$ cat config.mk
export PLATFORM = sky130hd
export DESIGN_NAME = tcc_top
export DESIGN_NICKNAME = d
export VERILOG_FILES = /design/src/pkg/tcc_pkg.sv /design/src/core/tcc_top.sv
export SDC_FILE = /design/constraint.sdc
export NUM_CORES = 1
export LEC_CHECK = 0
export BUFFER_PORTS_ARGS = -buffer_cell sky130_fd_sc_hd__buf_4
export CORE_MARGIN = 3
export CORE_UTILIZATION = 45
export CTS_CLUSTER_DIAMETER = 60
export DETAILED_ROUTE_END_ITERATION = 7
export PLACE_DENSITY = 0.62
export SLEW_MARGIN = 0
export SYNTH_ARGS = -nofsm -noshare
export SYNTH_HDL_FRONTEND = slang
export SYNTH_SLANG_ARGS = --single-unit
export TNS_END_PERCENT = 50
$ cat constraint.sdc
create_clock -name CLK -period 7 [get_ports CLK]
set_input_delay 1.4 -clock CLK [delete_from_list [all_inputs] [get_ports CLK]]
set_output_delay 1.4 -clock CLK [all_outputs]
set_load 0.05 [all_outputs]
$ cat src/pkg/tcc_pkg.sv
// Constants shared by the timer capture/compare block
`default_nettype none

package tcc_pkg;

  localparam int ADDR_W = 6;

  // Register byte addresses, one byte per aligned word
  localparam logic [5:0] ADDR_MAIN    = 6'h00;
  localparam logic [5:0] ADDR_CNT_HI  = 6'h04;
  localparam logic [5:0] ADDR_CNT_LO  = 6'h08;
  localparam logic [5:0] ADDR_MOD_HI  = 6'h0c;
  localparam logic [5:0] ADDR_MOD_LO  = 6'h10;
  localparam logic [5:0] ADDR_CH_CTL  = 6'h14;
  localparam logic [5:0] ADDR_CH_HI   = 6'h18;
  localparam logic [5:0] ADDR_CH_LO   = 6'h1c;
  localparam logic [5:0] ADDR_CH_STEP = 6'h0c;

  // timer_main_control fields
  localparam int MAIN_WRAP = 7;
  localparam int MAIN_HALT = 5;
  localparam int MAIN_CRST = 4;
  localparam int MAIN_DIV  = 0;

  // Channel control/status fields
  localparam int CH_FLAG = 7;
  localparam int CH_IE   = 6;
  localparam int CH_BUF  = 5;
  localparam int CH_UNB  = 4;
  localparam int CH_ELH  = 3;
  localparam int CH_ELL  = 2;
  localparam int CH_TOV  = 1;
  localparam int CH_MAX  = 0;

  // Reset values and codes
  localparam logic [15:0] MOD_RST   = 16'hffff;
  localparam logic [6:0]  CTL_RST   = 7'h00;
  localparam logic [2:0]  DIV_RST   = 3'h0;
  localparam logic [2:0]  DIV_EXT   = 3'h7;
  localparam logic [1:0]  EL_TOGGLE = 2'h1;
  localparam logic [1:0]  EL_LOW    = 2'h2;
  localparam logic [1:0]  EL_HIGH   = 2'h3;
  localparam logic [1:0]  RESP_OKAY = 2'h0;
  localparam logic [1:0]  RESP_ERR  = 2'h2;

endpackage : tcc_pkg

`default_nettype wire

$ cat src/core/tcc_top.sv
// Timer with modulo counter and two capture/compare channels, AXI4-Lite slave
// Operation
// RL1: Counter upper-byte read latches lower byte until lower byte read releases it.
// RL2: System reset or counter reset bit clears the counter to zero.
// RL3: Counter equal to modulo sets wrap flag and restarts from zero.
// RL4: Modulo upper-byte write suppresses wrap flag until lower byte written.
// RL5: Reset sets modulo to all ones, full sixteen-bit range.
// RL6: Software should reset the counter before writing new modulo values.
// RL7: Channel flag sets on active capture edge or on compare match.
// RL8: Flag clears by read-while-set then write zero; new event wins.
// RL9: Per-channel interrupt enable gates flag onto interrupt request; reset clears.
// RL10: Channel zero buffered bit disables channel one control and pin.
// RL11: Unbuffered bit picks compare or capture; with edge field zero, preset level.
// RL12: Edge field zero disconnects channel from its pin; reset clears.
// RL13: Capture edges: 01 rising, 10 falling, 11 either.
// RL14: Compare action: 00 none, 01 toggle, 10 low, 11 high.
// RL15: Wrap toggle bit toggles compare pin at each overflow.
// RL16: Overflow toggle takes priority over a coincident compare action.
// RL17: Full duty bit with wrap toggle forces 100% duty from next period.
// RL18: Channel values hold capture or compare values; undefined after reset.
// RL19: Capture mode upper-byte read blocks captures until lower byte read.
// RL20: Compare mode upper-byte write blocks matches until lower byte written.
// RL21: Software should halt and reset counter before changing channel mode.
// RL22: Software should clear channel flag after enabling capture.
// RL23: Halt bit stops counting while set; reset sets it.
// RL24: Counter reset bit clears counter and prescaler, self-clears, reads zero.
// RL25: Divider select picks bus clock divide 1 to 64, or external clock.
// RL26: Buffered bit links channels; channel zero values act first on pin zero.
// RL27: Buffered compare source alternates between channel values at each overflow.
// RL28: Counter, modulo and channel values are sixteen bits in two bytes.
//
// Local design decisions: the AXI4-Lite register port and the address map.
`default_nettype none

module tcc_top
  import tcc_pkg::*;
(
  input  wire logic              CLK,
  input  wire logic              RESET,
  input  wire logic [ADDR_W-1:0] AWADDR,
  input  wire logic              AWVALID,
  output logic                   AWREADY,
  input  wire logic [31:0]       WDATA,
  input  wire logic [3:0]        WSTRB,
  input  wire logic              WVALID,
  output logic                   WREADY,
  output logic [1:0]             BRESP,
  output logic                   BVALID,
  input  wire logic              BREADY,
  input  wire logic [ADDR_W-1:0] ARADDR,
  input  wire logic              ARVALID,
  output logic                   ARREADY,
  output logic [31:0]            RDATA,
  output logic [1:0]             RRESP,
  output logic                   RVALID,
  input  wire logic              RREADY,
  input  wire logic              EXT_TIMER_CLK,
  input  wire logic [1:0]        CH_PIN_IN,
  output logic      [1:0]        CH_PIN_OUT,
  output logic      [1:0]        CH_PIN_OE,
  output logic      [1:0]        CHAN_IRQ
);

  function automatic logic is_mapped(input logic [ADDR_W-1:0] a);
    logic [ADDR_W-1:0] c;
    c = a - ADDR_CH_CTL;
    is_mapped = (a <= ADDR_MOD_LO || (a >= ADDR_CH_CTL && c < 6'(2) * ADDR_CH_STEP))
                && (a[1:0] == 2'h0);
  endfunction : is_mapped

  // Bus slave state
  logic [ADDR_W-1:0] awaddr_reg;
  logic [7:0]        wdata_reg;
  logic              wstrb_reg;
  logic              aw_have_reg;
  logic              w_have_reg;

  wire wr_go = aw_have_reg && w_have_reg && !BVALID;
  wire wr_en = wr_go && wstrb_reg && is_mapped(awaddr_reg);
  wire rd_go = ARVALID && ARREADY;

  always_ff @(posedge CLK or posedge RESET)
  begin
    if (RESET)
    begin
      AWREADY     <= 1'b1;
      WREADY      <= 1'b1;
      aw_have_reg <= 1'b0;
      w_have_reg  <= 1'b0;
      awaddr_reg  <= '0;
      wdata_reg   <= 8'h00;
      wstrb_reg   <= 1'b0;
      BVALID      <= 1'b0;
      BRESP       <= RESP_OKAY;
    end
    else
    begin
      if (AWVALID && AWREADY)
      begin
        awaddr_reg  <= AWADDR;
        aw_have_reg <= 1'b1;
        AWREADY     <= 1'b0;
      end
      if (WVALID && WREADY)
      begin
        wdata_reg  <= WDATA[7:0];
        wstrb_reg  <= WSTRB[0];
        w_have_reg <= 1'b1;
        WREADY     <= 1'b0;
      end
      if (wr_go)
      begin
        aw_have_reg <= 1'b0;
        w_have_reg  <= 1'b0;
        BVALID      <= 1'b1;
        BRESP       <= is_mapped(awaddr_reg) ? RESP_OKAY : RESP_ERR;
      end
      if (BVALID && BREADY)
      begin
        BVALID  <= 1'b0;
        AWREADY <= 1'b1;
        WREADY  <= 1'b1;
      end
    end
  end

  wire wr_main   = wr_en && awaddr_reg == ADDR_MAIN;
  wire wr_mod_hi = wr_en && awaddr_reg == ADDR_MOD_HI;
  wire wr_mod_lo = wr_en && awaddr_reg == ADDR_MOD_LO;
  wire rd_main   = rd_go && ARADDR == ADDR_MAIN;
  wire rd_cnt_hi = rd_go && ARADDR == ADDR_CNT_HI;
  wire rd_cnt_lo = rd_go && ARADDR == ADDR_CNT_LO;

  // Main control, prescaler and counter
  logic        halt_reg;
  logic [2:0]  div_reg;
  logic        wrap_flag_reg;
  logic        wrap_arm_reg;
  logic [5:0]  pre_reg;
  logic [15:0] cnt_reg;
  logic [15:0] mod_reg;
  logic        mod_pend_reg;
  logic        cnt_lat_reg;
  logic [7:0]  cnt_hold_reg;
  logic [2:0]  ext_sync_reg;

  wire       cnt_rst  = wr_main && wdata_reg[MAIN_CRST];
  wire [5:0] pre_mask = 6'(7'h7f >> (3'h7 - div_reg));
  wire       ext_rise = ext_sync_reg[1] && !ext_sync_reg[2];
  wire       pre_hit  = (div_reg == DIV_EXT) ? ext_rise : ((pre_reg & pre_mask) == pre_mask);
  wire       tick     = !halt_reg && !cnt_rst && pre_hit; // RL23 RL25
  wire       ovf      = tick && (cnt_reg == mod_reg);
  wire       wrap_set = ovf && !mod_pend_reg; // RL4
  wire       wrap_clr = wr_main && !wdata_reg[MAIN_WRAP] && wrap_arm_reg;

  always_ff @(posedge CLK or posedge RESET)
  begin
    if (RESET)
    begin
      halt_reg      <= 1'b1; // RL23
      div_reg       <= DIV_RST;
      wrap_flag_reg <= 1'b0;
      wrap_arm_reg  <= 1'b0;
      pre_reg       <= 6'h00;
      cnt_reg       <= 16'h0000;
      mod_reg       <= MOD_RST; // RL5
      mod_pend_reg  <= 1'b0;
      ext_sync_reg  <= 3'h0;
    end
    else
    begin
      ext_sync_reg <= {ext_sync_reg[1:0], EXT_TIMER_CLK};
      if (wr_main)
      begin
        halt_reg <= wdata_reg[MAIN_HALT];
        div_reg  <= wdata_reg[MAIN_DIV +: 3];
      end
      if (cnt_rst)
      begin
        pre_reg <= 6'h00; // RL24
        cnt_reg <= 16'h0000; // RL2
      end
      else
      begin
        if (!halt_reg)
          pre_reg <= pre_reg + 6'h01;
        if (tick)
          cnt_reg <= ovf ? 16'h0000 : cnt_reg + 16'h0001; // RL3
      end
      if (wrap_set)
        wrap_flag_reg <= 1'b1; // RL3
      else if (wrap_clr)
        wrap_flag_reg <= 1'b0;
      if (wrap_set || wr_main)
        wrap_arm_reg <= 1'b0;
      else if (rd_main && wrap_flag_reg)
        wrap_arm_reg <= 1'b1;
      if (wr_mod_hi)
      begin
        mod_reg[15:8] <= wdata_reg;
        mod_pend_reg  <= 1'b1; // RL4
      end
      if (wr_mod_lo)
      begin
        mod_reg[7:0] <= wdata_reg; // RL28
        mod_pend_reg <= 1'b0;
      end
    end
  end

  always_ff @(posedge CLK or posedge RESET)
  begin
    if (RESET)
    begin
      cnt_lat_reg  <= 1'b0;
      cnt_hold_reg <= 8'h00;
    end
    else if (rd_cnt_hi && !cnt_lat_reg)
    begin
      cnt_lat_reg  <= 1'b1; // RL1
      cnt_hold_reg <= cnt_reg[7:0];
    end
    else if (rd_cnt_lo)
      cnt_lat_reg <= 1'b0; // RL1
  end

  // Channels
  logic [6:0]  ctl_reg   [2];
  logic [15:0] val_reg   [2];
  logic [1:0]  flag_reg;
  logic [1:0]  arm_reg;
  logic [1:0]  cap_blk_reg;
  logic [1:0]  cmp_blk_reg;
  logic [1:0]  max_eff_reg;
  logic [1:0]  ch_sync1_reg;
  logic [1:0]  ch_sync2_reg;
  logic [1:0]  ch_sync3_reg;
  logic        bsel_reg;
  logic [1:0]  cap_ev;
  logic [1:0]  match;
  logic [1:0]  rd_ctl;
  logic [1:0]  rd_hi;
  logic [1:0]  rd_lo;
  logic [1:0]  cmp_mode;
  logic [1:0]  cap_mode;
  logic [7:0]  ctl_rd [2];

  wire buf_on = ctl_reg[0][CH_BUF]; // RL26

  always_ff @(posedge CLK or posedge RESET)
  begin
    if (RESET)
      bsel_reg <= 1'b0;
    else if (!buf_on)
      bsel_reg <= 1'b0; // RL26
    else if (ovf)
      bsel_reg <= !bsel_reg; // RL27
  end

  always_ff @(posedge CLK or posedge RESET)
  begin
    if (RESET)
    begin
      ch_sync1_reg <= 2'h0;
      ch_sync2_reg <= 2'h0;
      ch_sync3_reg <= 2'h0;
    end
    else
    begin
      ch_sync1_reg <= CH_PIN_IN;
      ch_sync2_reg <= ch_sync1_reg;
      ch_sync3_reg <= ch_sync2_reg;
    end
  end

  for (genvar i = 0; i < 2; i++)
  begin : g_ch
    localparam logic [5:0] A_CTL = ADDR_CH_CTL + 6'(i) * ADDR_CH_STEP;
    localparam logic [5:0] A_HI  = ADDR_CH_HI + 6'(i) * ADDR_CH_STEP;
    localparam logic [5:0] A_LO  = ADDR_CH_LO + 6'(i) * ADDR_CH_STEP;

    // Second channel goes dark while the pair is linked
    wire        off   = (i == 1) && buf_on; // RL10
    wire        lead  = (i == 0) && buf_on;
    wire [6:0]  c     = off ? 7'h00 : ctl_reg[i];
    wire [1:0]  els   = c[CH_ELH:CH_ELL];
    wire        conn  = els != 2'h0; // RL12
    wire [15:0] cv    = lead ? val_reg[bsel_reg] : val_reg[i]; // RL27
    wire        blk   = lead ? cmp_blk_reg[bsel_reg] : cmp_blk_reg[i];
    wire        rise  = ch_sync2_reg[i] && !ch_sync3_reg[i];
    wire        fall  = !ch_sync2_reg[i] && ch_sync3_reg[i];
    wire        wr_c  = wr_en && awaddr_reg == A_CTL;
    wire        wr_h  = wr_en && awaddr_reg == A_HI;
    wire        wr_l  = wr_en && awaddr_reg == A_LO;
    wire        ev    = cap_ev[i] || match[i];
    wire        tov   = cmp_mode[i] && c[CH_TOV];
    wire [6:0]  wmask = (i == 0) ? 7'h7f : 7'h5f;

    assign cmp_mode[i] = c[CH_UNB] || lead; // RL11
    assign cap_mode[i] = conn && !cmp_mode[i]; // RL11
    assign cap_ev[i]   = cap_mode[i] && !halt_reg && !cap_blk_reg[i]
                         && ((els[0] && rise) || (els[1] && fall)); // RL13 RL19
    assign match[i]    = cmp_mode[i] && tick && cnt_reg == cv && !blk; // RL7 RL20
    assign rd_ctl[i]   = rd_go && ARADDR == A_CTL;
    assign rd_hi[i]    = rd_go && ARADDR == A_HI;
    assign rd_lo[i]    = rd_go && ARADDR == A_LO;
    assign ctl_rd[i]   = {flag_reg[i], ctl_reg[i]};

    // Values carry no reset; software loads them before use
    always_ff @(posedge CLK)
    begin
      if (cap_ev[i])
        val_reg[i] <= cnt_reg; // RL18
      else if (wr_h)
        val_reg[i][15:8] <= wdata_reg;
      else if (wr_l)
        val_reg[i][7:0] <= wdata_reg;
    end

    always_ff @(posedge CLK or posedge RESET)
    begin
      if (RESET)
      begin
        ctl_reg[i]     <= CTL_RST;
        flag_reg[i]    <= 1'b0;
        arm_reg[i]     <= 1'b0;
        cap_blk_reg[i] <= 1'b0;
        cmp_blk_reg[i] <= 1'b0;
      end
      else
      begin
        if (wr_c && !off)
          ctl_reg[i] <= wdata_reg[6:0] & wmask; // RL10
        if (ev)
          flag_reg[i] <= 1'b1; // RL7
        else if (wr_c && !off && !wdata_reg[CH_FLAG] && arm_reg[i])
          flag_reg[i] <= 1'b0; // RL8
        if (ev || wr_c)
          arm_reg[i] <= 1'b0; // RL8
        else if (rd_ctl[i] && flag_reg[i])
          arm_reg[i] <= 1'b1;
        if (rd_hi[i] && cap_mode[i])
          cap_blk_reg[i] <= 1'b1; // RL19
        else if (rd_lo[i])
          cap_blk_reg[i] <= 1'b0;
        if (wr_h && (cmp_mode[i] || buf_on))
          cmp_blk_reg[i] <= 1'b1; // RL20
        else if (wr_l)
          cmp_blk_reg[i] <= 1'b0;
      end
    end

    always_ff @(posedge CLK or posedge RESET)
    begin
      if (RESET)
      begin
        CH_PIN_OUT[i]  <= 1'b1;
        CH_PIN_OE[i]   <= 1'b0;
        CHAN_IRQ[i]    <= 1'b0;
        max_eff_reg[i] <= 1'b0;
      end
      else
      begin
        // Capture pins stay inputs; only compare/PWM drives the pin
        CH_PIN_OE[i] <= conn && cmp_mode[i]; // RL12
        CHAN_IRQ[i]  <= flag_reg[i] && ctl_reg[i][CH_IE]; // RL9
        if (ovf || !tov)
          max_eff_reg[i] <= c[CH_MAX]; // RL17
        if (!conn)
          CH_PIN_OUT[i] <= !c[CH_UNB]; // RL11
        else if (tov && max_eff_reg[i])
          CH_PIN_OUT[i] <= 1'b1; // RL17
        else if (tov && ovf)
          CH_PIN_OUT[i] <= !CH_PIN_OUT[i]; // RL15 RL16
        else if (cmp_mode[i] && match[i])
        begin
          if (els == EL_TOGGLE)
            CH_PIN_OUT[i] <= !CH_PIN_OUT[i]; // RL14
          else if (els == EL_LOW)
            CH_PIN_OUT[i] <= 1'b0;
          else if (els == EL_HIGH)
            CH_PIN_OUT[i] <= 1'b1;
        end
      end
    end
  end

  // Read data selection
  wire [7:0] main_rd = {wrap_flag_reg, 1'b0, halt_reg, 2'b00, div_reg};
  wire [7:0] rd_byte =
    (ARADDR == ADDR_MAIN)   ? main_rd :
    (ARADDR == ADDR_CNT_HI) ? cnt_reg[15:8] :
    (ARADDR == ADDR_CNT_LO) ? (cnt_lat_reg ? cnt_hold_reg : cnt_reg[7:0]) :
    (ARADDR == ADDR_MOD_HI) ? mod_reg[15:8] :
    (ARADDR == ADDR_MOD_LO) ? mod_reg[7:0] :
    rd_ctl[0]               ? ctl_rd[0] :
    rd_hi[0]                ? val_reg[0][15:8] :
    rd_lo[0]                ? val_reg[0][7:0] :
    rd_ctl[1]               ? ctl_rd[1] :
    rd_hi[1]                ? val_reg[1][15:8] :
    rd_lo[1]                ? val_reg[1][7:0] : 8'h00;

  always_ff @(posedge CLK or posedge RESET)
  begin
    if (RESET)
    begin
      ARREADY <= 1'b1;
      RVALID  <= 1'b0;
      RDATA   <= 32'h0000_0000;
      RRESP   <= RESP_OKAY;
    end
    else if (rd_go)
    begin
      ARREADY <= 1'b0;
      RVALID  <= 1'b1;
      RDATA   <= is_mapped(ARADDR) ? {24'h000000, rd_byte} : 32'h0000_0000;
      RRESP   <= is_mapped(ARADDR) ? RESP_OKAY : RESP_ERR;
    end
    else if (RVALID && RREADY)
    begin
      RVALID  <= 1'b0;
      ARREADY <= 1'b1;
    end
  end

  // Checks
  property p_cnt_clear;
    @(posedge CLK) disable iff (RESET)
    cnt_rst |=> cnt_reg == 16'h0000 && pre_reg == 6'h00;
  endproperty
  a_cnt_clear: assert property (p_cnt_clear) else $error("counter not cleared"); // RL2

  property p_wrap;
    @(posedge CLK) disable iff (RESET)
    wrap_set |=> wrap_flag_reg && cnt_reg == 16'h0000;
  endproperty
  a_wrap: assert property (p_wrap) else $error("wrap flag or restart missed"); // RL3

  property p_mod_inhibit;
    @(posedge CLK) disable iff (RESET)
    $rose(wrap_flag_reg) |-> !$past(mod_pend_reg);
  endproperty
  a_mod_inhibit: assert property (p_mod_inhibit) else $error("wrap during modulo update"); // RL4

  property p_halt;
    @(posedge CLK) disable iff (RESET)
    halt_reg && !cnt_rst |=> $stable(cnt_reg);
  endproperty
  a_halt: assert property (p_halt) else $error("counter moved while halted"); // RL23

  property p_latch;
    @(posedge CLK) disable iff (RESET)
    cnt_lat_reg && !rd_cnt_lo |=> cnt_lat_reg && $stable(cnt_hold_reg);
  endproperty
  a_latch: assert property (p_latch) else $error("held low byte disturbed"); // RL1

  property p_flag_cause;
    @(posedge CLK) disable iff (RESET)
    $rose(flag_reg[0]) |-> $past(cap_ev[0] || match[0]);
  endproperty
  a_flag_cause: assert property (p_flag_cause) else $error("flag set without event"); // RL7

  property p_irq;
    @(posedge CLK) disable iff (RESET)
    flag_reg[1] && ctl_reg[1][CH_IE] |=> CHAN_IRQ[1];
  endproperty
  a_irq: assert property (p_irq) else $error("interrupt request missing"); // RL9

  property p_disconnect;
    @(posedge CLK) disable iff (RESET)
    ctl_reg[0][CH_ELH:CH_ELL] == 2'h0 |=> !CH_PIN_OE[0];
  endproperty
  a_disconnect: assert property (p_disconnect) else $error("pin driven while off"); // RL12

  property p_cap_block;
    @(posedge CLK) disable iff (RESET)
    cap_blk_reg[1] && !wr_en ##1 1'b1 |-> $stable(val_reg[1]);
  endproperty
  a_cap_block: assert property (p_cap_block) else $error("capture while blocked"); // RL19

  property p_ch1_off;
    @(posedge CLK) disable iff (RESET)
    buf_on |=> !CH_PIN_OE[1] && $stable(ctl_reg[1]);
  endproperty
  a_ch1_off: assert property (p_ch1_off) else $error("channel one active when linked"); // RL10

endmodule : tcc_top

`default_nettype wire

== Yosys cells after proc, flatten, opt, wreduce, memory -nomap -nowiden ==
Memories as Yosys holds them, arrays and structs flattened.
Cells that the tools add are included.
Cells by class
  muxes and demuxes: 102
  bitwise logic cells: 5
  shift operators: 1
  reductions and logical operators: 151
  $lt $le $gt $ge: 7
  equal/unequal tests: 35
  add/subtract/negate cells: 5
Operators by type and width (number)
  $mux 8: 17
  $logic_and 1x1->1: 86
  $mux 1: 76
  $mux 16: 4
  $eq 16x16->1: 3
  $eq 6x5->1 const B: 8
  $reduce_bool 2->1: 21
  $eq 6x6->1 const B: 6
  $logic_not 1->1: 24
  $eq 6x4->1 const B: 3
  $add 16x1->16 const B: 1
  $logic_or 1x1->1: 14
  $ge 6x5->1 const B: 2
  $le 6x5->1 const B: 2
  $logic_not 6->1: 2
  $lt 6x5->1 const B: 2
  $mux 6: 2
  $ne 6x1->1 const B: 2
  $sub 6x5->6 const B: 2
  $eq 2x2->1 const B: 4
  $ne 4x1->1 const B: 2
  $shr 7x3->6 const A: 1
  $add 6x1->6 const B: 1
  $and 6x6->6: 1
  13 further kinds: 20
Word-level totals
  output and inout bits: 47
  word-level logic and storage cells: 354
  bits of input ports: 58
  memory bits (writable): 32
  register bits after elaboration: 151
  memories: 1
Memories
  val_reg: words 2, width 16, rd ports 3, clocked after Yosys merged registers in 0, wr ports 2, line tcc_top.sv:229  | logic [15:0] val_reg [2];

== Depth between registers and ports, before layout ==
  depth after elaboration: 19
  depth in mapped cells: 10
  mapped depth without buffers: 9

== Worst setup path before layout ==
Ideal clock, no wire load.
  path kind: in2reg
  start: input ARADDR[3]
  end: register RDATA[5]
  setup time: 67 ps
  setup slack: 3689 ps
  path buffers: 0
  required time: 6933 ps
  stages on the path: 9
  data arrival time: 3244 ps
  cell sequence: inv_1 ha_1 or3b_2 nor3_2 nor2_1 o211ai_1 a21oi_1 a2111oi_0 a221o_1
Between the ends
  cells in the longest elaborated chain, start to end: 14
  elaborated cells between the ends (all ways): 36
  those cells by class: 1 x add/sub; 3 x order compare; 10 x eq/ne; 12 x mux; 10 x reduce/logical
Ends and longest elaborated chain
  start: declaration: line tcc_top.sv:50  | input wire logic [ADDR_W-1:0] ARADDR,
  $eq 6x6->1: line tcc_top.sv:306  | assign rd_lo[i] = rd_go && ARADDR == A_LO;
  $logic_and 1x1->1: line tcc_top.sv:306
  $mux 8: line tcc_top.sv:401  | rd_lo[1] ? val_reg[1][7:0] : 8'h00;
  $mux 8: line tcc_top.sv:400  | rd_hi[1] ? val_reg[1][15:8] :
  $mux 8: line tcc_top.sv:399  | rd_ctl[1] ? ctl_rd[1] :
  $mux 8: line tcc_top.sv:398  | rd_lo[0] ? val_reg[0][7:0] :
  $mux 8: line tcc_top.sv:397  | rd_hi[0] ? val_reg[0][15:8] :
  $mux 8: line tcc_top.sv:396  | rd_ctl[0] ? ctl_rd[0] :
  $mux 8: line tcc_top.sv:395  | (ARADDR == ADDR_MOD_LO) ? mod_reg[7:0] :
  $mux 8: line tcc_top.sv:394  | (ARADDR == ADDR_MOD_HI) ? mod_reg[15:8] :
  $mux 8: line tcc_top.sv:393  | (ARADDR == ADDR_CNT_LO) ? (cnt_lat_reg ? cnt_hold_reg : cnt_reg[7:0]) :
  $mux 8: line tcc_top.sv:392  | (ARADDR == ADDR_CNT_HI) ? cnt_reg[15:8] :
  $mux 8: line tcc_top.sv:391  | (ARADDR == ADDR_MAIN) ? main_rd :
  $mux 8 (*): line tcc_top.sv:416  | RDATA <= is_mapped(ARADDR) ? {24'h000000, rd_byte} : 32'h0000_0000;
  end signal: assignment: line tcc_top.sv:416
  end: declaration: line tcc_top.sv:53  | output logic [31:0] RDATA,
Mark *: on every way between the ends. The rest lies on a longest branch, timed or not.
A chain may end at the register's enable or synchronous reset.

== Final worst setup path ==
Same ends and word-level chain as after synthesis.

==> results.ini <==
[routing]
routed_wire_length_per_instance_um=21.6
routed_wirelength_um=25300
dr.pass1.iters=5
drt_drc_violations_left=0
drt_first_iter_violations=669
via_per_inst=5.87
final_antenna_net_count=0
route.vias.total=6889

[synthesis]
postSynth.asyncResetShare_pct=79.6
synthXorXnorAreaFrac_pct=4.70
post_synth_and_or_nand_nor_area_fraction_pct=16.0
area_of_the_mapped_netlist_um2=8940
synth_compound_gate_area_share_pct=14.6
postSynthCellCount=865
synth.area.mux_share_pct=11.7
postSynthRegisterBits=157
seq_area_frac_synth_pct=46.0
main_combinational_cell_family_by_area_after_synthesis=simple AND/OR/NAND/NOR gates
postSynth.topFlopCell=dfrtp_1
yosys_warnings=0
synthAdderAreaFrac_pct=1.54
yosys.cell_types.count=77
synth_enable_flop_cells=32
syn_avg_cell_area_um2=10.3

[clock_tree]
cts_tree=yes
cts-resized-gates=0
cts-buffers-inserted=17
clock_tree.root_cell=clkbuf_16
ctsHoldBuffers=0
post-cts-setup-buffers=0
cts.reportedPaths.clkPinSlew_ps=60
htree_num_levels=4
clock_tree_buf_depth=2
cts_num_sinks=157
worstSkewPairLatency_ps=430

[cells_and_area]
fillCellCount=1735
finish.instance_area_um2=10000
final_cell_mix=dfrtp_1, mux2_2, nand2_1
area_added_between_synthesis_and_finish_pct=12.1
final_common_cell=dfrtp_1
final_cell_count_no_fill=1174
inserted_diodes=0
finalNetCount=970
number_of_flip_flops_under_the_largest_register_name=32
post-route-util_pct=52.5
layout_cells_sized_above_1_pct=24.5

[floorplanning]
initial_utilization_pct=46.9
floorplan.die.height_um=147
core.rowCount=50
die-width_um=147
top_level_ports=105
design.die.area_um2=21600
core_um2=19100

[critical_path]
critical-path-slowest-cell=or3b_2
critPathBufInv=2
critical_path_arrival_ps=4070
critical-path-top-delay-family=simple AND/OR/NAND/NOR gates
critical_path_required_ps=7360
critPathKind=input pin to flip-flop
worst_path_largest_cell_delay_ps=650
critical_path.startpoint_type=input pin
cp-end-kind=flip-flop
path_cells=buf_4, inv_1, ha_1, or3b_2, nor3_2, nor2_1, o211ai_1, a21oi_1, a2111oi_0, a221o_1
worst-path-max-fanout=12

[sta]
number_of_failing_setup_endpoints_in_the_final_timing_report=0
hold_slack_ps=352
max_freq_mhz=270
finalHoldViolCount=0
timing_max_transition_violations_final=0
max_slew.worst_pin.slew_ps=1010
rsz0062_at_grt=false
skew_ps=10.5
timing.max_slew.rel_slack_pct=31.9
timing.final.ws_setup_ps=3290
final.setup.tns_ps=0
finalCriticalPeriod_ps=3710
layout_worst_path_cycle_share_pct=53.0

[grt]
grt_pass1_wl_um=39000
largest_net_degree_at_the_start_of_global_routing=69
grt_pass1_vias=6510
initial_antenna_violation_count=0
globalRoute.totalOverflow=0
grt_usage_pct=23.5

[placement]
placedCellCount=1142
io_buffer_count=51
place_area_um2=9420
place_hpwl_um=17500
routabilityCongestion=0.924
post-place-ws_ps=2920

[outcome]
run_status=complete, no violations

[worst_hold_path]
timing.hold.worst.class=flip-flop to flip-flop

[power]
design_power_total_mw=3.00
p_leak_nw=4.40
power_density_nw_per_um2=299
ir_drop_v=0.000196

[flow_run]
maxCapViolations=0

-- cell families (layout without fill, tap and decap cells) --
logic type / count (synthesis) / after routing
mux: 94 / 94
xor+xnor: 48 / 48
other cells: 1 / 26
fa+ha+maj: 11 / 11
buf+inv: 94 / 118
compound gates: 193 / 193
flops: 157 / 157
simple gates: 267 / 267
-- per-layer routing --
layer | track usage, % | routed length (um)
met5 | 0 | 0
met2 | 36.1 | 11600
met3 | 4.97 | 1860
met4 | 7.50 | 591
met1 | 33.6 | 11200
-- cells in the mapped netlist, types with 12 or more instances --
master,n,area share (%)
dfrtp_1,103,29
mux2_2,82,10
nand2_1,78,3.3
o21ai_0,66,3.7
nor2_1,56,2.4
xor2_1,42,4.1
edfxtp_1,32,11
buf_4,27,2.3
inv_1,27,1.1
a21oi_1,25,1.4
clkbuf_1,22,0.92
dfstp_2,22,6.5
nand3_1,19,1.1
nor2b_1,15,1.0
a221oi_1,13,1.3
nor4_1,13,0.91
buf_2,12,0.67
mux2i_1,12,1.3
-- final timing paths --
kind                                 startpoint  cells past startpoint              end  slack, ps
worst max-delay path                  ARADDR[3]                     10         RDATA[5]       3290
worst min-delay path            ch_sync1_reg[1]                      0  ch_sync2_reg[1]        350
worst max register to register    awaddr_reg[2]                      9      cnt_reg[12]       3590
worst min register to register  ch_sync1_reg[1]                      0  ch_sync2_reg[1]        350
max in group asynchronous                 RESET                      3  cnt_hold_reg[4]       4600
min in group asynchronous                 RESET                      2       w_have_reg       1080
-- cell type report --
class | count | area, um2 | area share, %
Clock buffer | 22 | 495 | 4.95
Tap cell | 260 | 325 | 3.25
Sequential cell | 157 | 4120 | 41.1
Clock inverter | 10 | 100 | 0.999
Inverter | 27 | 104 | 1.04
Timing Repair Buffer | 59 | 443 | 4.42
Multi-Input combinational cell | 639 | 4430 | 44.3
-- report_power, final --
group          switching (mW)  internal [mW]  total, mW
sequential              0.227           1.06       1.29
combinational           0.489          0.290      0.778
clock                   0.386          0.543      0.929
total                    1.10           1.90       3.00
Power figures use the tool's default switching activity.
